### src/rtl/serial_pkg.sv
// Constants, types and helpers shared by the dual asynchronous serial channel block
// Summary of operation
// - Two independent channels convert received serial to parallel and CPU data to serial.
// - Character length of five to eight data bits, chosen per channel.
// - Even, odd or no parity; generated on transmit, checked on receive.
// - Transmitter appends one, one and a half, or two stop bits.
// - Transmit and receive characters are held in sixteen-byte FIFOs.
// - Transmit, receive, line-status and modem-status interrupts, each enabled separately.
// - Reference clock up to 16 MHz, serial rates up to 1 Mbaud.
// - Baud generator divides the reference clock by any divisor from 1 to 65535.
// - One external reference clock feeds the divisors of both channels.
// - All transfer and error status readable at any time without disturbing transfers.
// - Three address lines pick the internal register of each access.
// - Each channel acts on strobes only while its own select is asserted.
// - Bus driver direction output is high while any port is being read.
// - Modem status bit 4 shows the clear-to-send line state.
// - Modem status bit 0 flags a clear-to-send change since the last read.
// - Data bit 0 is the least significant and the first bit on the line.
// - Bits 7 and 5 show carrier and data-set-ready; bits 3 and 1 flag changes.
// - Terminal-ready output is low while modem control bit 0 is set, high after reset.
// - Interrupt output is enabled only by modem control bit 3; high while any enabled source.
package serial_pkg;
	localparam int NUM_CH     = 2;
	localparam int FIFO_DEPTH = 16;
	localparam int PTR_W      = 4;
	localparam int CNT_W      = 5;
	localparam int DIV_W      = 16;
	localparam int TICK_W     = 6;
	localparam int TO_W       = 10;
	localparam int PIN_W      = 9;
	localparam int MC_W       = 5;

	// Synchronised pin vector: serial in, cts_n, dsr_n, dcd_n (two each), then reference clock
	localparam int PIN_SIN = 0;
	localparam int PIN_CTS = 2;
	localparam int PIN_DSR = 4;
	localparam int PIN_DCD = 6;
	localparam int PIN_REF = 8;
	localparam logic [PIN_W-1:0] PIN_RESET = 9'h0FF;

	localparam logic [2:0] REG_DATA       = 3'h0;
	localparam logic [2:0] REG_INT_EN     = 3'h1;
	localparam logic [2:0] REG_INT_ID     = 3'h2;
	localparam logic [2:0] REG_LINE_CTRL  = 3'h3;
	localparam logic [2:0] REG_MODEM_CTRL = 3'h4;
	localparam logic [2:0] REG_LINE_STAT  = 3'h5;
	localparam logic [2:0] REG_MODEM_STAT = 3'h6;
	localparam logic [2:0] REG_SCRATCH    = 3'h7;

	localparam int IE_RX = 0;
	localparam int IE_TX = 1;
	localparam int IE_LS = 2;
	localparam int IE_MS = 3;
	localparam int FC_ENABLE = 0;
	localparam int FC_RX_CLR = 1;
	localparam int FC_TX_CLR = 2;
	localparam int FC_TRIG   = 6;
	localparam int TERMINAL_READY_CTRL_BIT = 0;
	localparam int MC_RTS     = 1;
	localparam int MC_IRQ_EN  = 3;
	localparam int CTS_CHANGED_BIT           = 0;
	localparam int DATASET_READY_CHANGED_BIT = 1;
	localparam int CARRIER_CHANGED_BIT       = 3;
	localparam int CTS_STATE_BIT             = 4;
	localparam int DATASET_READY_STATE_BIT   = 5;
	localparam int CARRIER_STATE_BIT         = 7;

	localparam logic [3:0] ID_NONE    = 4'h1;
	localparam logic [3:0] ID_LINE    = 4'h6;
	localparam logic [3:0] ID_RXDATA  = 4'h4;
	localparam logic [3:0] ID_TIMEOUT = 4'hC;
	localparam logic [3:0] ID_TXEMPTY = 4'h2;
	localparam logic [3:0] ID_MODEM   = 4'h0;

	localparam logic [CNT_W-1:0] TRIG_1  = 5'h01;
	localparam logic [CNT_W-1:0] TRIG_4  = 5'h04;
	localparam logic [CNT_W-1:0] TRIG_8  = 5'h08;
	localparam logic [CNT_W-1:0] TRIG_14 = 5'h0E;

	// Sixteen ticks per bit; receiver start bit is checked at mid bit
	localparam logic [TICK_W-1:0] BIT_LAST       = 6'h0F;
	localparam logic [TICK_W-1:0] SAMPLE_MID     = 6'h07;
	localparam logic [TICK_W-1:0] STOP_HALF_LAST = 6'h17;
	localparam logic [TICK_W-1:0] STOP_TWO_LAST  = 6'h1F;
	localparam logic [TICK_W-1:0] TICK_ONE       = 6'h01;
	// Four ten-bit character times of ticks
	localparam logic [TO_W-1:0]   RX_TIMEOUT     = 10'h280;
	localparam logic [2:0]        WORD_MIN_LAST  = 3'h4;
	localparam logic [1:0]        LEN_MAX        = 2'h3;
	localparam logic [7:0]        MASK_ALL       = 8'hFF;

	typedef struct packed {
		logic       dlab;
		logic       brk;
		logic       stick;
		logic       even;
		logic       par_en;
		logic       stop2;
		logic [1:0] len;
	} line_ctrl_t;

	typedef struct packed {
		logic [2:0] addr;
		logic [7:0] wdata;
		logic       wr;
		logic       rd;
	} bus_req_t;

	typedef struct packed {
		logic       brk;
		logic       frame;
		logic       parity;
		logic [7:0] data;
	} rx_entry_t;

	typedef enum logic [4:0] {
		TX_IDLE = 5'b00001, TX_START = 5'b00010, TX_DATA = 5'b00100,
		TX_PAR  = 5'b01000, TX_STOP  = 5'b10000
	} tx_state_t;

	typedef enum logic [4:0] {
		RX_IDLE = 5'b00001, RX_START = 5'b00010, RX_DATA = 5'b00100,
		RX_PAR  = 5'b01000, RX_STOP  = 5'b10000
	} rx_state_t;

	localparam line_ctrl_t LINE_CTRL_RESET = 8'h00;

	// Parity bit that goes with data d under line setting l
	function automatic logic par_bit(input line_ctrl_t l, input logic [7:0] d);
		par_bit = l.stick ? ~l.even : (l.even ? ^d : ~^d);
	endfunction
endpackage

### src/rtl/char_fifo.sv
// Sixteen-entry character FIFO with a registered head output
`timescale 1ns/1ps
module char_fifo
	import serial_pkg::*;
#(
	parameter int WIDTH = 8
) (
	input  wire logic             mclk_i,
	input  wire logic             rst_i,
	input  wire logic             clr_i,
	input  wire logic             push_i,
	input  wire logic [WIDTH-1:0] wdata_i,
	input  wire logic             pop_i,
	output logic      [WIDTH-1:0] head_o,
	output logic      [CNT_W-1:0] count_o,
	output logic                  full_o,
	output logic                  empty_o
);
	logic [WIDTH-1:0] mem_q [FIFO_DEPTH];
	logic [PTR_W-1:0] wr_q, wr_d, rd_q, rd_d;
	logic [CNT_W-1:0] cnt_q, cnt_d;
	logic [WIDTH-1:0] head_q, head_d;
	logic             do_push, do_pop;

	assign full_o  = cnt_q == CNT_W'(FIFO_DEPTH);
	assign empty_o = cnt_q == '0;
	assign count_o = cnt_q;
	assign head_o  = head_q;

	always_comb begin
		do_push = push_i && !full_o && !clr_i;
		do_pop  = pop_i && !empty_o && !clr_i;
		wr_d    = wr_q + PTR_W'(do_push);
		rd_d    = rd_q + PTR_W'(do_pop);
		cnt_d   = cnt_q + CNT_W'(do_push) - CNT_W'(do_pop);
		if (clr_i) begin
			wr_d  = '0;
			rd_d  = '0;
			cnt_d = '0;
		end
		// Bypass so a character written into an empty slot is visible next cycle
		head_d = (do_push && wr_q == rd_d) ? wdata_i : mem_q[rd_d];
	end

	always_ff @(posedge mclk_i) begin
		if (do_push) begin
			mem_q[wr_q] <= wdata_i;
		end
		head_q <= head_d;
		if (rst_i) begin
			wr_q  <= '0;
			rd_q  <= '0;
			cnt_q <= '0;
		end else begin
			wr_q  <= wr_d;
			rd_q  <= rd_d;
			cnt_q <= cnt_d;
		end
	end
endmodule

### src/rtl/baud_tick.sv
// Programmable baud divisor producing one tick per sixteenth of a bit
`timescale 1ns/1ps
module baud_tick
	import serial_pkg::*;
(
	input  wire logic             mclk_i,
	input  wire logic             rst_i,
	input  wire logic             ref_edge_i,
	input  wire logic             load_i,
	input  wire logic [DIV_W-1:0] divisor_i,
	output logic                  tick_o
);
	logic [DIV_W-1:0] cnt_q, cnt_d;
	logic             tick_q, tick_d;

	assign tick_o = tick_q;

	always_comb begin
		cnt_d  = cnt_q;
		tick_d = 1'b0;
		if (load_i) begin
			cnt_d = '0;
		end else if (ref_edge_i && divisor_i != '0) begin
			if (cnt_q >= divisor_i - DIV_W'(1)) begin
				cnt_d  = '0;
				tick_d = 1'b1;
			end else begin
				cnt_d = cnt_q + DIV_W'(1);
			end
		end
	end

	always_ff @(posedge mclk_i) begin
		if (rst_i) begin
			cnt_q  <= '0;
			tick_q <= 1'b0;
		end else begin
			cnt_q  <= cnt_d;
			tick_q <= tick_d;
		end
	end
endmodule

### src/rtl/dual_async_serial_channels.sv
// Two asynchronous serial channels sharing one CPU register port and reference clock
`timescale 1ns/1ps
module dual_async_serial_channels
	import serial_pkg::*;
(
	input  wire logic              mclk_i,
	input  wire logic              rst_i,
	input  wire logic [2:0]        reg_select_line_i,
	input  wire logic              select_serial_first_i,
	input  wire logic              select_serial_second_i,
	input  wire logic              select_printer_port_i,
	input  wire logic              wr_i,
	input  wire logic              rd_i,
	input  wire logic [7:0]        wdata_i,
	output logic      [7:0]        rdata_o,
	output logic                   bus_driver_dir_out_o,
	input  wire logic              ref_clk_i,
	input  wire logic [NUM_CH-1:0] serial_in_i,
	output logic      [NUM_CH-1:0] serial_out_o,
	input  wire logic [NUM_CH-1:0] cts_n_i,
	input  wire logic [NUM_CH-1:0] dsr_n_i,
	input  wire logic [NUM_CH-1:0] dcd_n_i,
	output logic      [NUM_CH-1:0] dtr_n_o,
	output logic      [NUM_CH-1:0] rts_n_o,
	output logic                   serial_irq_first_o,
	output logic                   serial_irq_first_oe_o,
	output logic                   serial_irq_second_o,
	output logic                   serial_irq_second_oe_o
);
	bus_req_t          req;
	logic [NUM_CH-1:0] sel, irq, irq_oe;
	logic [7:0]        ch_rd [NUM_CH];
	logic [PIN_W-1:0]  pin_meta_q, pin_sync_q;
	logic              ref_last_q, ref_edge;
	logic [7:0]        rdata_q, rdata_d;

	assign req = '{addr: reg_select_line_i, wdata: wdata_i, wr: wr_i, rd: rd_i};
	assign sel = {select_serial_second_i, select_serial_first_i};
	assign bus_driver_dir_out_o = rd_i && (|sel || select_printer_port_i);
	assign rdata_o = rdata_q;
	assign serial_irq_first_o     = irq[0];
	assign serial_irq_first_oe_o  = irq_oe[0];
	assign serial_irq_second_o    = irq[1];
	assign serial_irq_second_oe_o = irq_oe[1];
	// One reference clock edge drives both channel divisors
	assign ref_edge = pin_sync_q[PIN_REF] && !ref_last_q;

	always_ff @(posedge mclk_i) begin
		if (rst_i) begin
			pin_meta_q <= PIN_RESET;
			pin_sync_q <= PIN_RESET;
			ref_last_q <= 1'b0;
		end else begin
			pin_meta_q <= {ref_clk_i, dcd_n_i, dsr_n_i, cts_n_i, serial_in_i};
			pin_sync_q <= pin_meta_q;
			ref_last_q <= pin_sync_q[PIN_REF];
		end
	end

	// The printer port select only drives the bus direction; it reads as zero
	always_comb begin
		rdata_d = '0;
		if (rd_i && sel[0]) begin
			rdata_d = ch_rd[0];
		end else if (rd_i && sel[1]) begin
			rdata_d = ch_rd[1];
		end
	end

	always_ff @(posedge mclk_i) begin
		if (rst_i) begin
			rdata_q <= '0;
		end else begin
			rdata_q <= rdata_d;
		end
	end

	for (genvar c = 0; c < NUM_CH; c++) begin : ch
		logic             wr_c, rd_c, rx_in, tick;
		logic [2:0]       lines, lines_last_q;
		logic [DIV_W-1:0] div_q, div_d;
		logic [3:0]       ier_q, ier_d, delta_q, delta_d, int_id;
		line_ctrl_t       lcr_q, lcr_d;
		logic [MC_W-1:0]  mcr_q, mcr_d;
		logic [7:0]       scr_q, scr_d, lsr, modem_status_reg, len_mask;
		logic [1:0]       trig_q, trig_d;
		logic             fen_q, fen_d, oe_q, oe_d, thre_q, thre_d, irq_q;
		logic             tx_empty_last_q, div_load, rx_clr, tx_clr, msr_read;
		logic [CNT_W-1:0] trig_lvl, rx_count;
		logic [TO_W-1:0]  to_q, to_d;
		logic [2:0]       word_last;
		logic             tx_push, tx_pop, tx_full, tx_empty;
		logic             rx_push, rx_pop, rx_full, rx_empty;
		logic [7:0]       tx_head;
		rx_entry_t        rx_head, rx_entry;

		tx_state_t         tx_st_q, tx_st_d;
		rx_state_t         rx_st_q, rx_st_d;
		logic [7:0]        tx_sh_q, tx_sh_d, rx_sh_q, rx_sh_d;
		logic [2:0]        tx_bit_q, tx_bit_d, rx_bit_q, rx_bit_d;
		logic [TICK_W-1:0] tx_tk_q, tx_tk_d, rx_tk_q, rx_tk_d, stop_last;
		logic              tx_par_q, tx_par_d, tx_out_q, tx_out_d, tx_done;
		logic              rx_pb_q, rx_pb_d, rx_done;

		assign wr_c      = req.wr && sel[c];
		assign rd_c      = req.rd && sel[c];
		assign rx_in     = pin_sync_q[PIN_SIN+c];
		assign lines     = ~{pin_sync_q[PIN_DCD+c], pin_sync_q[PIN_DSR+c], pin_sync_q[PIN_CTS+c]};
		assign word_last = WORD_MIN_LAST + {1'b0, lcr_q.len};
		assign len_mask  = MASK_ALL >> (LEN_MAX - lcr_q.len);
		assign msr_read  = rd_c && req.addr == REG_MODEM_STAT;

		baud_tick u_baud (
			.mclk_i    (mclk_i),
			.rst_i     (rst_i),
			.ref_edge_i(ref_edge),
			.load_i    (div_load),
			.divisor_i (div_q),
			.tick_o    (tick)
		);

		char_fifo #(.WIDTH(8)) u_tx_fifo (
			.mclk_i (mclk_i),
			.rst_i  (rst_i),
			.clr_i  (tx_clr),
			.push_i (tx_push),
			.wdata_i(req.wdata),
			.pop_i  (tx_pop),
			.head_o (tx_head),
			.count_o(),
			.full_o (tx_full),
			.empty_o(tx_empty)
		);

		char_fifo #(.WIDTH($bits(rx_entry_t))) u_rx_fifo (
			.mclk_i (mclk_i),
			.rst_i  (rst_i),
			.clr_i  (rx_clr),
			.push_i (rx_push),
			.wdata_i(rx_entry),
			.pop_i  (rx_pop),
			.head_o (rx_head),
			.count_o(rx_count),
			.full_o (rx_full),
			.empty_o(rx_empty)
		);

		always_comb begin
			case (trig_q)
				2'h0: trig_lvl = TRIG_1;
				2'h1: trig_lvl = TRIG_4;
				2'h2: trig_lvl = TRIG_8;
				default: trig_lvl = TRIG_14;
			endcase
			if (!fen_q) begin
				trig_lvl = TRIG_1;
			end
			// Fixed priority: line status, receive data, timeout, transmit empty, modem
			if (ier_q[IE_LS] && (oe_q || (!rx_empty && |rx_head[10:8]))) begin
				int_id = ID_LINE;
			end else if (ier_q[IE_RX] && !rx_empty && rx_count >= trig_lvl) begin
				int_id = ID_RXDATA;
			end else if (ier_q[IE_RX] && fen_q && !rx_empty && to_q == RX_TIMEOUT) begin
				int_id = ID_TIMEOUT;
			end else if (ier_q[IE_TX] && thre_q) begin
				int_id = ID_TXEMPTY;
			end else if (ier_q[IE_MS] && |delta_q) begin
				int_id = ID_MODEM;
			end else begin
				int_id = ID_NONE;
			end
			lsr = {fen_q && !rx_empty && |rx_head[10:8], tx_empty && tx_st_q == TX_IDLE,
				tx_empty, !rx_empty && rx_head.brk, !rx_empty && rx_head.frame,
				!rx_empty && rx_head.parity, oe_q, !rx_empty};
			modem_status_reg = '0;
			modem_status_reg[CTS_STATE_BIT]             = lines[0];
			modem_status_reg[DATASET_READY_STATE_BIT]   = lines[1];
			modem_status_reg[CARRIER_STATE_BIT]         = lines[2];
			modem_status_reg[CTS_CHANGED_BIT]           = delta_q[CTS_CHANGED_BIT];
			modem_status_reg[DATASET_READY_CHANGED_BIT] = delta_q[DATASET_READY_CHANGED_BIT];
			modem_status_reg[CARRIER_CHANGED_BIT]       = delta_q[CARRIER_CHANGED_BIT];
			// Status reads only clear their own flags and never stall the channel
			case (req.addr)
				REG_DATA: ch_rd[c] = lcr_q.dlab ? div_q[7:0] : rx_head.data;
				REG_INT_EN: ch_rd[c] = lcr_q.dlab ? div_q[15:8] : {4'h0, ier_q};
				REG_INT_ID: ch_rd[c] = {fen_q, fen_q, 2'h0, int_id};
				REG_LINE_CTRL: ch_rd[c] = lcr_q;
				REG_MODEM_CTRL: ch_rd[c] = {3'h0, mcr_q};
				REG_LINE_STAT: ch_rd[c] = lsr;
				REG_MODEM_STAT: ch_rd[c] = modem_status_reg;
				default: ch_rd[c] = scr_q;
			endcase
		end

		always_comb begin
			div_d = div_q;
			ier_d = ier_q;
			lcr_d = lcr_q;
			mcr_d = mcr_q;
			scr_d = scr_q;
			fen_d = fen_q;
			trig_d = trig_q;
			div_load = 1'b0;
			rx_clr = 1'b0;
			tx_clr = 1'b0;
			tx_push = 1'b0;
			if (wr_c) begin
				case (req.addr)
					REG_DATA: begin
						if (lcr_q.dlab) begin
							div_d[7:0] = req.wdata;
							div_load = 1'b1;
						end else begin
							tx_push = 1'b1;
						end
					end
					REG_INT_EN: begin
						if (lcr_q.dlab) begin
							div_d[15:8] = req.wdata;
							div_load = 1'b1;
						end else begin
							ier_d = req.wdata[3:0];
						end
					end
					REG_INT_ID: begin
						fen_d = req.wdata[FC_ENABLE];
						rx_clr = req.wdata[FC_RX_CLR] || (req.wdata[FC_ENABLE] != fen_q);
						tx_clr = req.wdata[FC_TX_CLR] || (req.wdata[FC_ENABLE] != fen_q);
						trig_d = req.wdata[FC_TRIG+:2];
					end
					REG_LINE_CTRL: lcr_d = req.wdata;
					REG_MODEM_CTRL: mcr_d = req.wdata[MC_W-1:0];
					REG_SCRATCH: scr_d = req.wdata;
					default: scr_d = scr_q;
				endcase
			end
			rx_pop = rd_c && req.addr == REG_DATA && !lcr_q.dlab;
			// A new event in the clearing cycle keeps its flag set
			oe_d = (rx_push && rx_full) || (oe_q && !(rd_c && req.addr == REG_LINE_STAT));
			delta_d = {lines[2], 1'b0, lines[1:0]} ^ {lines_last_q[2], 1'b0, lines_last_q[1:0]};
			delta_d = delta_d | (delta_q & {4{!msr_read}});
			thre_d = (tx_empty && !tx_empty_last_q) ||
				(wr_c && req.addr == REG_INT_EN && !lcr_q.dlab && tx_empty &&
				req.wdata[IE_TX] && !ier_q[IE_TX]) ||
				(thre_q && !tx_push && !(rd_c && req.addr == REG_INT_ID && int_id == ID_TXEMPTY));
			to_d = to_q;
			if (rx_push || rx_pop || rx_empty) begin
				to_d = '0;
			end else if (tick && to_q != RX_TIMEOUT) begin
				to_d = to_q + TO_W'(1);
			end
		end

		always_ff @(posedge mclk_i) begin
			if (rst_i) begin
				div_q <= '0;
				ier_q <= '0;
				lcr_q <= LINE_CTRL_RESET;
				mcr_q <= '0;
				scr_q <= '0;
				fen_q <= 1'b0;
				trig_q <= '0;
				oe_q <= 1'b0;
				delta_q <= '0;
				thre_q <= 1'b0;
				to_q <= '0;
				lines_last_q <= '0;
				tx_empty_last_q <= 1'b1;
				irq_q <= 1'b0;
			end else begin
				div_q <= div_d;
				ier_q <= ier_d;
				lcr_q <= lcr_d;
				mcr_q <= mcr_d;
				scr_q <= scr_d;
				fen_q <= fen_d;
				trig_q <= trig_d;
				oe_q <= oe_d;
				delta_q <= delta_d;
				thre_q <= thre_d;
				to_q <= to_d;
				lines_last_q <= lines;
				tx_empty_last_q <= tx_empty;
				irq_q <= int_id != ID_NONE;
			end
		end

		assign irq[c]          = irq_q;
		assign irq_oe[c]       = mcr_q[MC_IRQ_EN];
		assign dtr_n_o[c]      = ~mcr_q[TERMINAL_READY_CTRL_BIT];
		assign rts_n_o[c]      = ~mcr_q[MC_RTS];
		assign serial_out_o[c] = tx_out_q;

		always_comb begin
			tx_st_d = tx_st_q;
			tx_sh_d = tx_sh_q;
			tx_bit_d = tx_bit_q;
			tx_par_d = tx_par_q;
			tx_pop = 1'b0;
			tx_out_d = 1'b1;
			stop_last = lcr_q.stop2 ? (lcr_q.len == '0 ? STOP_HALF_LAST : STOP_TWO_LAST)
				: BIT_LAST;
			tx_done = tick && tx_tk_q == (tx_st_q == TX_STOP ? stop_last : BIT_LAST);
			tx_tk_d = tx_done ? '0 : tx_tk_q + (tick ? TICK_ONE : '0);
			case (tx_st_q)
				TX_IDLE: begin
					tx_tk_d = '0;
					if (!tx_empty) begin
						tx_pop = 1'b1;
						tx_sh_d = tx_head & len_mask;
						tx_par_d = par_bit(lcr_q, tx_head & len_mask);
						tx_bit_d = '0;
						tx_st_d = TX_START;
					end
				end
				TX_START: begin
					tx_out_d = 1'b0;
					if (tx_done) begin
						tx_st_d = TX_DATA;
					end
				end
				TX_DATA: begin
					tx_out_d = tx_sh_q[0];
					if (tx_done) begin
						tx_sh_d = tx_sh_q >> 1;
						tx_bit_d = tx_bit_q + 3'h1;
						if (tx_bit_q == word_last) begin
							tx_st_d = lcr_q.par_en ? TX_PAR : TX_STOP;
						end
					end
				end
				TX_PAR: begin
					tx_out_d = tx_par_q;
					if (tx_done) begin
						tx_st_d = TX_STOP;
					end
				end
				TX_STOP: begin
					if (tx_done) begin
						tx_st_d = TX_IDLE;
					end
				end
				default: tx_st_d = TX_IDLE;
			endcase
			if (lcr_q.brk) begin
				tx_out_d = 1'b0;
			end
		end

		always_comb begin
			rx_st_d = rx_st_q;
			rx_sh_d = rx_sh_q;
			rx_bit_d = rx_bit_q;
			rx_pb_d = rx_pb_q;
			rx_push = 1'b0;
			rx_done = tick && rx_tk_q == (rx_st_q == RX_START ? SAMPLE_MID : BIT_LAST);
			rx_tk_d = rx_done ? '0 : rx_tk_q + (tick ? TICK_ONE : '0);
			rx_entry.data = rx_sh_q;
			rx_entry.frame = !rx_in;
			rx_entry.parity = lcr_q.par_en && rx_pb_q != par_bit(lcr_q, rx_sh_q);
			rx_entry.brk = !rx_in && rx_sh_q == '0 && !rx_pb_q;
			case (rx_st_q)
				RX_IDLE: begin
					rx_tk_d = '0;
					rx_sh_d = '0;
					rx_pb_d = 1'b0;
					rx_bit_d = '0;
					if (!rx_in) begin
						rx_st_d = RX_START;
					end
				end
				RX_START: begin
					if (rx_done) begin
						rx_st_d = rx_in ? RX_IDLE : RX_DATA;
					end
				end
				RX_DATA: begin
					if (rx_done) begin
						rx_sh_d[rx_bit_q] = rx_in;
						rx_bit_d = rx_bit_q + 3'h1;
						if (rx_bit_q == word_last) begin
							rx_st_d = lcr_q.par_en ? RX_PAR : RX_STOP;
						end
					end
				end
				RX_PAR: begin
					if (rx_done) begin
						rx_pb_d = rx_in;
						rx_st_d = RX_STOP;
					end
				end
				RX_STOP: begin
					if (rx_done) begin
						rx_push = 1'b1;
						rx_st_d = RX_IDLE;
					end
				end
				default: rx_st_d = RX_IDLE;
			endcase
		end

		always_ff @(posedge mclk_i) begin
			if (rst_i) begin
				tx_st_q <= TX_IDLE;
				tx_sh_q <= '0;
				tx_bit_q <= '0;
				tx_tk_q <= '0;
				tx_par_q <= 1'b0;
				tx_out_q <= 1'b1;
				rx_st_q <= RX_IDLE;
				rx_sh_q <= '0;
				rx_bit_q <= '0;
				rx_tk_q <= '0;
				rx_pb_q <= 1'b0;
			end else begin
				tx_st_q <= tx_st_d;
				tx_sh_q <= tx_sh_d;
				tx_bit_q <= tx_bit_d;
				tx_tk_q <= tx_tk_d;
				tx_par_q <= tx_par_d;
				tx_out_q <= tx_out_d;
				rx_st_q <= rx_st_d;
				rx_sh_q <= rx_sh_d;
				rx_bit_q <= rx_bit_d;
				rx_tk_q <= rx_tk_d;
				rx_pb_q <= rx_pb_d;
			end
		end
	end
endmodule

### config.mk
export PLATFORM = sky130hd
export DESIGN_NAME = dual_async_serial_channels
export DESIGN_NICKNAME = d
export VERILOG_FILES = /design/src/rtl/serial_pkg.sv /design/src/rtl/char_fifo.sv /design/src/rtl/baud_tick.sv /design/src/rtl/dual_async_serial_channels.sv
export SDC_FILE = /design/constraint.sdc
export NUM_CORES = 1
export LEC_CHECK = 0
export ABC_AREA = 1
export ABC_CLOCK_PERIOD_IN_PS = 4100
export BUFFER_PORTS_ARGS = -buffer_cell sky130_fd_sc_hd__buf_4
export CORE_ASPECT_RATIO = 1.75
export CORE_MARGIN = 1.5
export CORE_UTILIZATION = 46
export DETAILED_ROUTE_END_ITERATION = 10
export PLACE_DENSITY = 0.62
export SYNTH_ARGS = -nofsm -noshare
export SYNTH_HDL_FRONTEND = slang
export SYNTH_SLANG_ARGS = --single-unit
### constraint.sdc
create_clock -name mclk_i -period 4.1 [get_ports mclk_i]
set_clock_uncertainty 0.05 [all_clocks]
set_input_delay 0.41 -clock mclk_i [delete_from_list [all_inputs] [get_ports mclk_i]]
set_output_delay 0.41 -clock mclk_i [all_outputs]
set_load 0.05 [all_outputs]
==> results, run 1 <==
- The number of resized instances in the post-cts repair step is 0.
- The via count of the first global-routing pass is 30300.
- The number of antenna diodes in the final layout is 0.
- The remaining routing DRC violations is 0.
- The worst slack on hold paths is around 94 ps.
- The clock net in this run drives a total of slightly below 1000 sinks.
- The remaining global-route overflow is 0.
- The number of hold buffers added after cts is 9.
- The number of max-slew violations in the final report is 0.
- The detailed placer's ending HPWL is roughly 76000 µm.
- The run finished with clean final reports.
- The detailed-router iteration count before antenna repair is 7.
- The die height is 404.5 µm.
- Power spread over the standard cell area amounts to 479.7 nW/µm².
- The count of nets left with antenna violations once routing finished came out at 0.
- The final estimated routing congestion in global placement is 0.8981.
- The worst path in the final design needs a cycle of between 3000 and 4000 ps, including I/O delays and setup.
- The final core area utilization is 51.35%.
- A synthesized cell averages approximately 9.7 µm².
- The die covers 94010 µm².
- The highest cell delay on the worst timing path is roughly 380 ps.
- The area of all placed cells without fillers is 46940 µm².
- In this run, synthesis inferred roughly 610 flip-flops with an integrated enable.
- The highest net fanout along the worst path is 14.
- At the pin with the least slew margin, the transition time is 1029 ps.
- The tightest min-delay check is of the in -> reg type.
- The setup path with the least slack is of type reg -> reg.
- The primary flip-flop cell chosen by synthesis mapping is edfxtp_1.
- In this run the biggest area consumer among cell types represents a little over two fifths of the synthesized area.
- STA puts the critical path data arrival time at a little under 4000 ps.
- The signal on the critical path passes through nor2_1 -> nand2_1 -> nor3_1 -> nand3_1 -> or3_1 -> nor3_2 -> nand2_1 -> xor2_1 -> ha_1 -> a21oi_1 -> nor2_1 -> a211oi_1 -> nand2_1 -> nand2_1 -> nand2_1 -> nor2_1.
- The initial antenna violation count is 2.
- For this run, the number of Yosys warnings is 0.
- Entering global routing, the biggest net connects 93 pins.
- Setup violations remaining at the end of the flow were counted as 0.
- The number of buffers inserted by post-CTS setup repair is 0.
- The number of filler cells placed in the layout is 8285.
- In this run the count of I/O pins placed on the die edge is 46.
- The growth of design area from synthesis to finish is 10.79%.
- The share of synthesized flip-flops with an asynchronous set or reset is 0%.
- The placed instances occupy a cell area of between 40000 and 50000 µm².
- The buffers plus inverters on the worst setup path is 0.
- The type of element launching the critical path is a flop.
- Headroom to the max-slew limit came out at 31.37%.
- Setup repair after global routing left no endpoint under its margin.
- Data on the critical path is required at its endpoint by 4640 ps.
- The clock-pin slew on the worst setup and hold paths is 70 ps.
- The width of the die is 232.4 µm.
- The post-detailed-routing wire length is 111200 µm.
- The cell sitting at the root of the clock tree is a clkbuf_16.
- TritonCTS built the clock tree.
- For this block, the initial DRC count from the detailed router was 2087.
- The netlist uses 68 different library cells.
- The vias per cell is 5.423.
- The endpoint class of the critical path is a flop.
- The H-tree was split into 3 levels.
- The family with the most delay on the worst path is simple AND/OR/NAND/NOR gates.
- In the post-route analysis, the smallest setup slack over all paths is 792.9 ps.
- The part of the Yosys area used for sequential elements is between 50% and 60%.
- The initial utilization of the core area, before any placement, comes to 46.35%.
- The library cell with the largest summed area after synthesis is edfxtp_1.
- The library cell appearing most often on the critical path is nand2_1.
- The minimum setup slack among reg-to-reg paths is 790 ps.
- The placement-stage worst setup slack is ~560 ps.
- The wire length of the first global-routing pass is 170200 µm.
- After synthesis, the cell types taking the most area are edfxtp_1, dfxtp_1, nor2_1, nand2_1, o21ai_0.
- The proportion of layout cells with a drive suffix above 1 is 8.112%.
- The longest clock path from root to sink contains 3 buffers.
- The netlist area before placement is between 40000 and 50000 µm².
- The floorplan core area is approximately 90000 µm².
- Dividing the final minimum period by the clock period gives about four fifths.
- After the last flow step, the layout net total stands at 4582.
- The library cell contributing the largest single delay on the critical path is or3_1.
- The library cells used most frequently in the layout, excluding fill and tap cells, are nor2_1, edfxtp_1, nand2_1, o21ai_0, inv_1.
- Global routing used between 20% and 30% of the available tracks across all layers.
- The peak ir drop on the vdd network is 0.4525 mV.
- Dividing the detail-routed wire length by the instance count gives 19.49 µm.
- Counting every net in the synthesized netlist gives 4528.
- The clock latency at the later pin of the worst-skew pair is 670 ps.
- Synthesis inferred 961 register bits.
- Summed over all failing endpoints, the final setup total negative slack is 0 ps.
- The total count of hold-check failures in the final report is 0.
- Counting the buffers created by CTS gives 85.
- The synthesized instance count is between 4000 and 5000.
- The floorplan has 147 rows.
- The count of max-cap constraint violations is 0.
- Detailed routing inserted a total of 30930 vias.
- In this run the tool buffered the top-level ports with 45 buffer cells.
- The timing-limited maximum frequency is around 300 MHz.
- In this run the static leakage power is 17.75 nW.
- The library cell used most frequently in the layout, excluding fill and tap cells, is nor2_1.
layer usage:
metal	vias up	routed length [µm]	track usage (%)
li1	15140	-	-
met1	14700	41470	25.79
met2	817	58440	43.78
met3	274	4969	3.097
met4	4	6257	13.58
met5	-	29	0
path summary, 6_finish.rpt:
path,start,to,depth (start not counted)
max reg2reg,ch[1].div_q[2],ch[1].u_baud.cnt_q[11],16
max,ch[1].div_q[2],ch[1].u_baud.cnt_q[11],16
min reg2reg,pin_meta_q[8],pin_sync_q[8],2
min,wdata_i[0],ch[0].u_tx_fifo.mem_q[2][0],1
Yosys cell counts (24+ instances only):
cell and number:
or2_2 26, nor3_1 46, edfxtp_1 608, buf_2 71, nor2_1 717, a21oi_1 241, o211ai_1 62, inv_2 27
inv_1 387, o22ai_1 66, dfxtp_1 353, clkbuf_1 81, nand2_1 590, ha_1 108, o21ai_0 405, o21ai_1 48
nand3_1 217, xor2_1 71, nand4_1 38, xnor2_1 24
state kept, by name, indices dropped and copies added (netlist names), 9 cells and up, named ones only:
name and cells:
ch.tx_sh_q 16, ch.tx_st_q 10, ch.u_tx_fifo.count_o 10, ch.u_rx_fifo.count_o 10, pin_meta_q 9, ch.u_baud.cnt_q 32
ch.lcr_q 16, ch.rx_tk_q 12, ch.u_tx_fifo.mem_q 256, ch.mcr_q 10, ch.div_q 32, ch.tx_tk_q 12
ch.scr_q 16, ch.to_q 20, ch.u_rx_fifo.mem_q 352, ch.rx_st_q 10, pin_sync_q 9, ch.rx_sh_q 16
logic make-up (layout without fill, tap and decap cells):
group	after synthesis	in the layout	synth area share, %
flops	961	961	59.77
compound gates	913	913	12.05
simple gates	1706	1706	16.96
fa+ha+maj	112	112	3.378
buf+inv	602	725	5.871
xor+xnor	95	95	1.964
power breakdown:
part / internal [mW] / leakage, nW / total [mW] / switching [mW]
combinational: 1.15 / 7.97 / 3.83 / 2.68
sequential: 10.5 / 8.45 / 10.7 / 0.181
clock: 4.44 / 1.33 / 8.03 / 3.59
total: 16.1 / 17.8 / 22.5 / 6.45
final cells by class:
class                           count  area [µm²]  share of cell area, %
Sequential cell                   961       25330                  53.96
Multi-Input combinational cell   2826       14560                  31.01
Clock buffer                      113        2347                  5.000
Inverter                          421        1583                  3.372
Tap cell                         1192        1491                  3.177
Timing Repair Buffer              148        1209                  2.575
Clock inverter                     43       425.4                 0.9063
stage by stage:
step	total power, mW	instances
finish	22.52	5704
global placement	14.64	5539
CTS	22.68	5704
floorplan	13.70	4389
detailed placement	14.69	5539
global route	23.55	5704
(Power assumes the default switching activity.)
==> run 2, diff against run 1 <==
--- a/config.mk
+++ b/config.mk
@@ -6,7 +6,7 @@
 export NUM_CORES = 1
 export LEC_CHECK = 0
 export ABC_AREA = 1
-export ABC_CLOCK_PERIOD_IN_PS = 4100
+export ABC_CLOCK_PERIOD_IN_PS = 3400
 export BUFFER_PORTS_ARGS = -buffer_cell sky130_fd_sc_hd__buf_4
 export CORE_ASPECT_RATIO = 1.75
 export CORE_MARGIN = 1.5
==> constraint.sdc (replaced) <==
create_clock -name mclk_i -period 3.4 [get_ports mclk_i]
set_clock_uncertainty 0.05 [all_clocks]
set_input_delay 0.34 -clock mclk_i [delete_from_list [all_inputs] [get_ports mclk_i]]
set_output_delay 0.34 -clock mclk_i [all_outputs]
set_load 0.05 [all_outputs]
==> run 2 against run 1 <==
  * Total power is 22% higher
  * Flip-flop and latch count stayed put
  * Critical path depth is 1 higher
  * Via count is 0.65% higher
  * Core utilization is 0.80 points higher
  * Worst setup slack worse by 460 ps
  * First-iteration DRC count is 2.3% lower
==> results, run 2 (synthesis gave the netlist of run 1 again) <==
- The die height is roughly 400 µm.
- The register with the most flip-flops in the layout has 352 of them.
- The depth of the worst register-to-register path is 17.
- The library cells used most frequently in the layout, excluding fill and tap cells, are nor2_1, edfxtp_1, nand2_1, o21ai_0, inv_1.
- For this block, the routed nets add up to 112400 µm of wire.
- For this run, the total global-route usage over all layers was measured as 24.10%.
- The highest net fanout along the worst path is 4.
- The data required time at the worst endpoint is 3960 ps.
- The detailed placer's ending HPWL is 77640 µm.
- The die is 232.4 µm wide.
- The total count of hold-check failures in the final report is 0.
- The smallest clock period supported by the final layout is computed as 3070 ps.
- The highest metal layer with signal wires is met5.
- The worst path arrival time is 3630 ps.
- The timing-limited maximum frequency is 325.8 MHz.
- At the pin with the least slew margin, the transition time is 791.0 ps.
- In the routed layout, each cell is associated on average with a via count of 5.378.
- The count of max-cap constraint violations is 0.
- The total overflow left after global routing is 0.
- TritonCTS built the clock tree.
- In this run the worst hold path is classified as in -> reg.
- The final core area utilization is 52.16%.
- From synthesis to final layout, the design area changed by 12.53%.
- The initial antenna violation count is 5.
- The count of antenna-violating nets left after detailed routing is 0.
- The largest registers in the layout are ch.u_rx_fifo.mem_q (352), ch.u_tx_fifo.mem_q (256).
- The clock sink total is 961.
- Along the worst hold path, the cell count comes to 4.
- Clock-pin slew was measured on the worst setup and hold paths at 70 ps.
- The via count of the first global-routing pass is 30550.
- The detailed router placed 31140 vias in this run.
- The number of max-slew violations in the final report is 0.
- The count of input and output buffers is 45.
- The number of endpoints failing setup at the final stage is 0.
- The library cell used most frequently in the layout, excluding fill and tap cells, is nor2_1.
- For this run, the post-layout net count is 4664.
- The maximum count of clock buffers along a single path is 3.
- The proportion of layout cells with a drive suffix above 1 is approximately 10%.
- The first detailed-routing pass ran for 5 iterations.
- The final critical path takes up 90.28% of the cycle.
- The total number of H-tree levels is 3.
- The worst setup path is captured at a flop.
- In the final routed layout, each cell accounts on average for 19.41 µm.
- For this configuration, the core starts out at a cell density of between 40% and 50%.
- The length of routed met3 wiring is approximately 4700 µm.
- The cell chosen for the clock root is clkbuf_16.
- The die outline area is 94010 µm².
- TritonCTS created 84 clock buffers.
- Wire segments on met2 add up to 59810 µm in the final route.
- The flow ran to the end, and the final reports show no timing, DRC or antenna violations.
- The total power divided by cell area is 574.4 nW/µm².
- Entering global routing, the biggest net connects 93 pins.
- The leakage power is 18.14 nW.
- For this run, design rule violations remaining after detail routing come to 0.
- The first global-routing pass estimated 172900 µm of wire.
- The region available for standard cell placement spans 91410 µm².
- The type of element launching the critical path is a flop.
- In this run the core area contains 147 standard-cell rows.
- For the worst-skew pair, the clock arrives at the later sink with an insertion delay of 670 ps.
- The critical path class is reg -> reg.
- After the first detailed-routing iteration, the DRC count stood at approximately 2000.
- The number of top-level design ports is 46.
- After clock tree synthesis, the setup repair step added 0 buffers.
- The largest register by flop count is ch.u_rx_fifo.mem_q.
- The routed length on met1 is 41480 µm.
- The area of all placed cells without fillers is roughly 48000 µm².
- The worst pin sits at a relative slew slack of 47.26%.
- After detailed placement, the total cell area comes to between 40000 and 50000 µm².
- VDD sags by at most 0.5229 mV.
- The final estimated routing congestion in global placement is 0.9264.
## run 2: cell types whose count changed in the layout (fill, tap and decap cells not counted), sizes merged
cell / previous run / this run
buf: 139 / 218
clkbuf: 113 / 106
clkinvlp: 9 / 13
dlygate4sd3: 9 / 13
bufinv: 6 / 9
diode: 0 / 2
## run 2: layout make-up
type                    count  area, µm²
well taps                1192       1491
multi-input cells        2826      14580
clock inverters            50      544.3
inverters                 421       1583
diodes                      2      5.005
repair buffers            231       1879
clock buffers             106       2266
fillers                  8204      43740
flip-flops and latches    961      25330
## run 2: through the flow
| stage | setup WS (ps) | setup TNS [ps] | cells | hold slack, ps | power [mW] |
|---|---|---|---|---|---|
| floorplan | 521.9 | 0 | 4389 | 338.3 | 16.52 |
| global placement | 245.7 | 0 | 5618 | 350.3 | 17.75 |
| detailed placement | 236.4 | 0 | 5618 | 347.7 | 17.80 |
| CTS | 189.9 | 0 | 5787 | 68.23 | 27.58 |
| global route | -8.267 | -8.267 | 5787 | 121.0 | 28.59 |
| finish | 330.3 | 0 | 5789 | 127.2 | 27.38 |
## run 2: worst max-delay path, cell delays in order, from the launching register on
cell     delay (ps)
dfxtp_1         340
nor2_2          180
nand2_1          70
nor3_1          250
inv_1           140
nor2_1          170
inv_1            90
nor2_1          200
ha_1            270
inv_1            60
ha_1            160
inv_1            60
fa_1            420
o21ai_0         180
a21oi_1         100
a21oi_1         120
o21ai_0         100
inv_1            50
## run 2: power by group
| group | switching, mW | total, mW | internal [mW] |
|---|---|---|---|
| Sequential | 0.206 | 12.8 | 12.6 |
| Clock | 4.35 | 9.81 | 5.45 |
| Combinational | 3.28 | 4.73 | 1.45 |
## run 2: timing repair
action / CTS / global route
endpoints found under the setup margin: 0 / 30
gates resized for setup: 0 / 4
endpoints found under the hold margin: 20 / 0
hold buffers: 13 / 0
## run 2: path summary, 6_finish.rpt
check / from / to / slack [ps]
max reg2reg: ch[0].tx_st_q[2] / ch[0].u_tx_fifo.count_o[4] / 330
min reg2reg: pin_meta_q[8] / pin_sync_q[8] / 360
max: ch[0].tx_st_q[2] / ch[0].u_tx_fifo.count_o[4] / 330
min: select_serial_second_i / ch[1].fen_q / 130
## run 2: routing by layer
layer / track usage (%) / vias up
met5: 0 / -
met4: 13.93 / 2
met3: 2.991 / 269
met2: 44.31 / 784
met1: 26.31 / 14770
li1: - / 15310
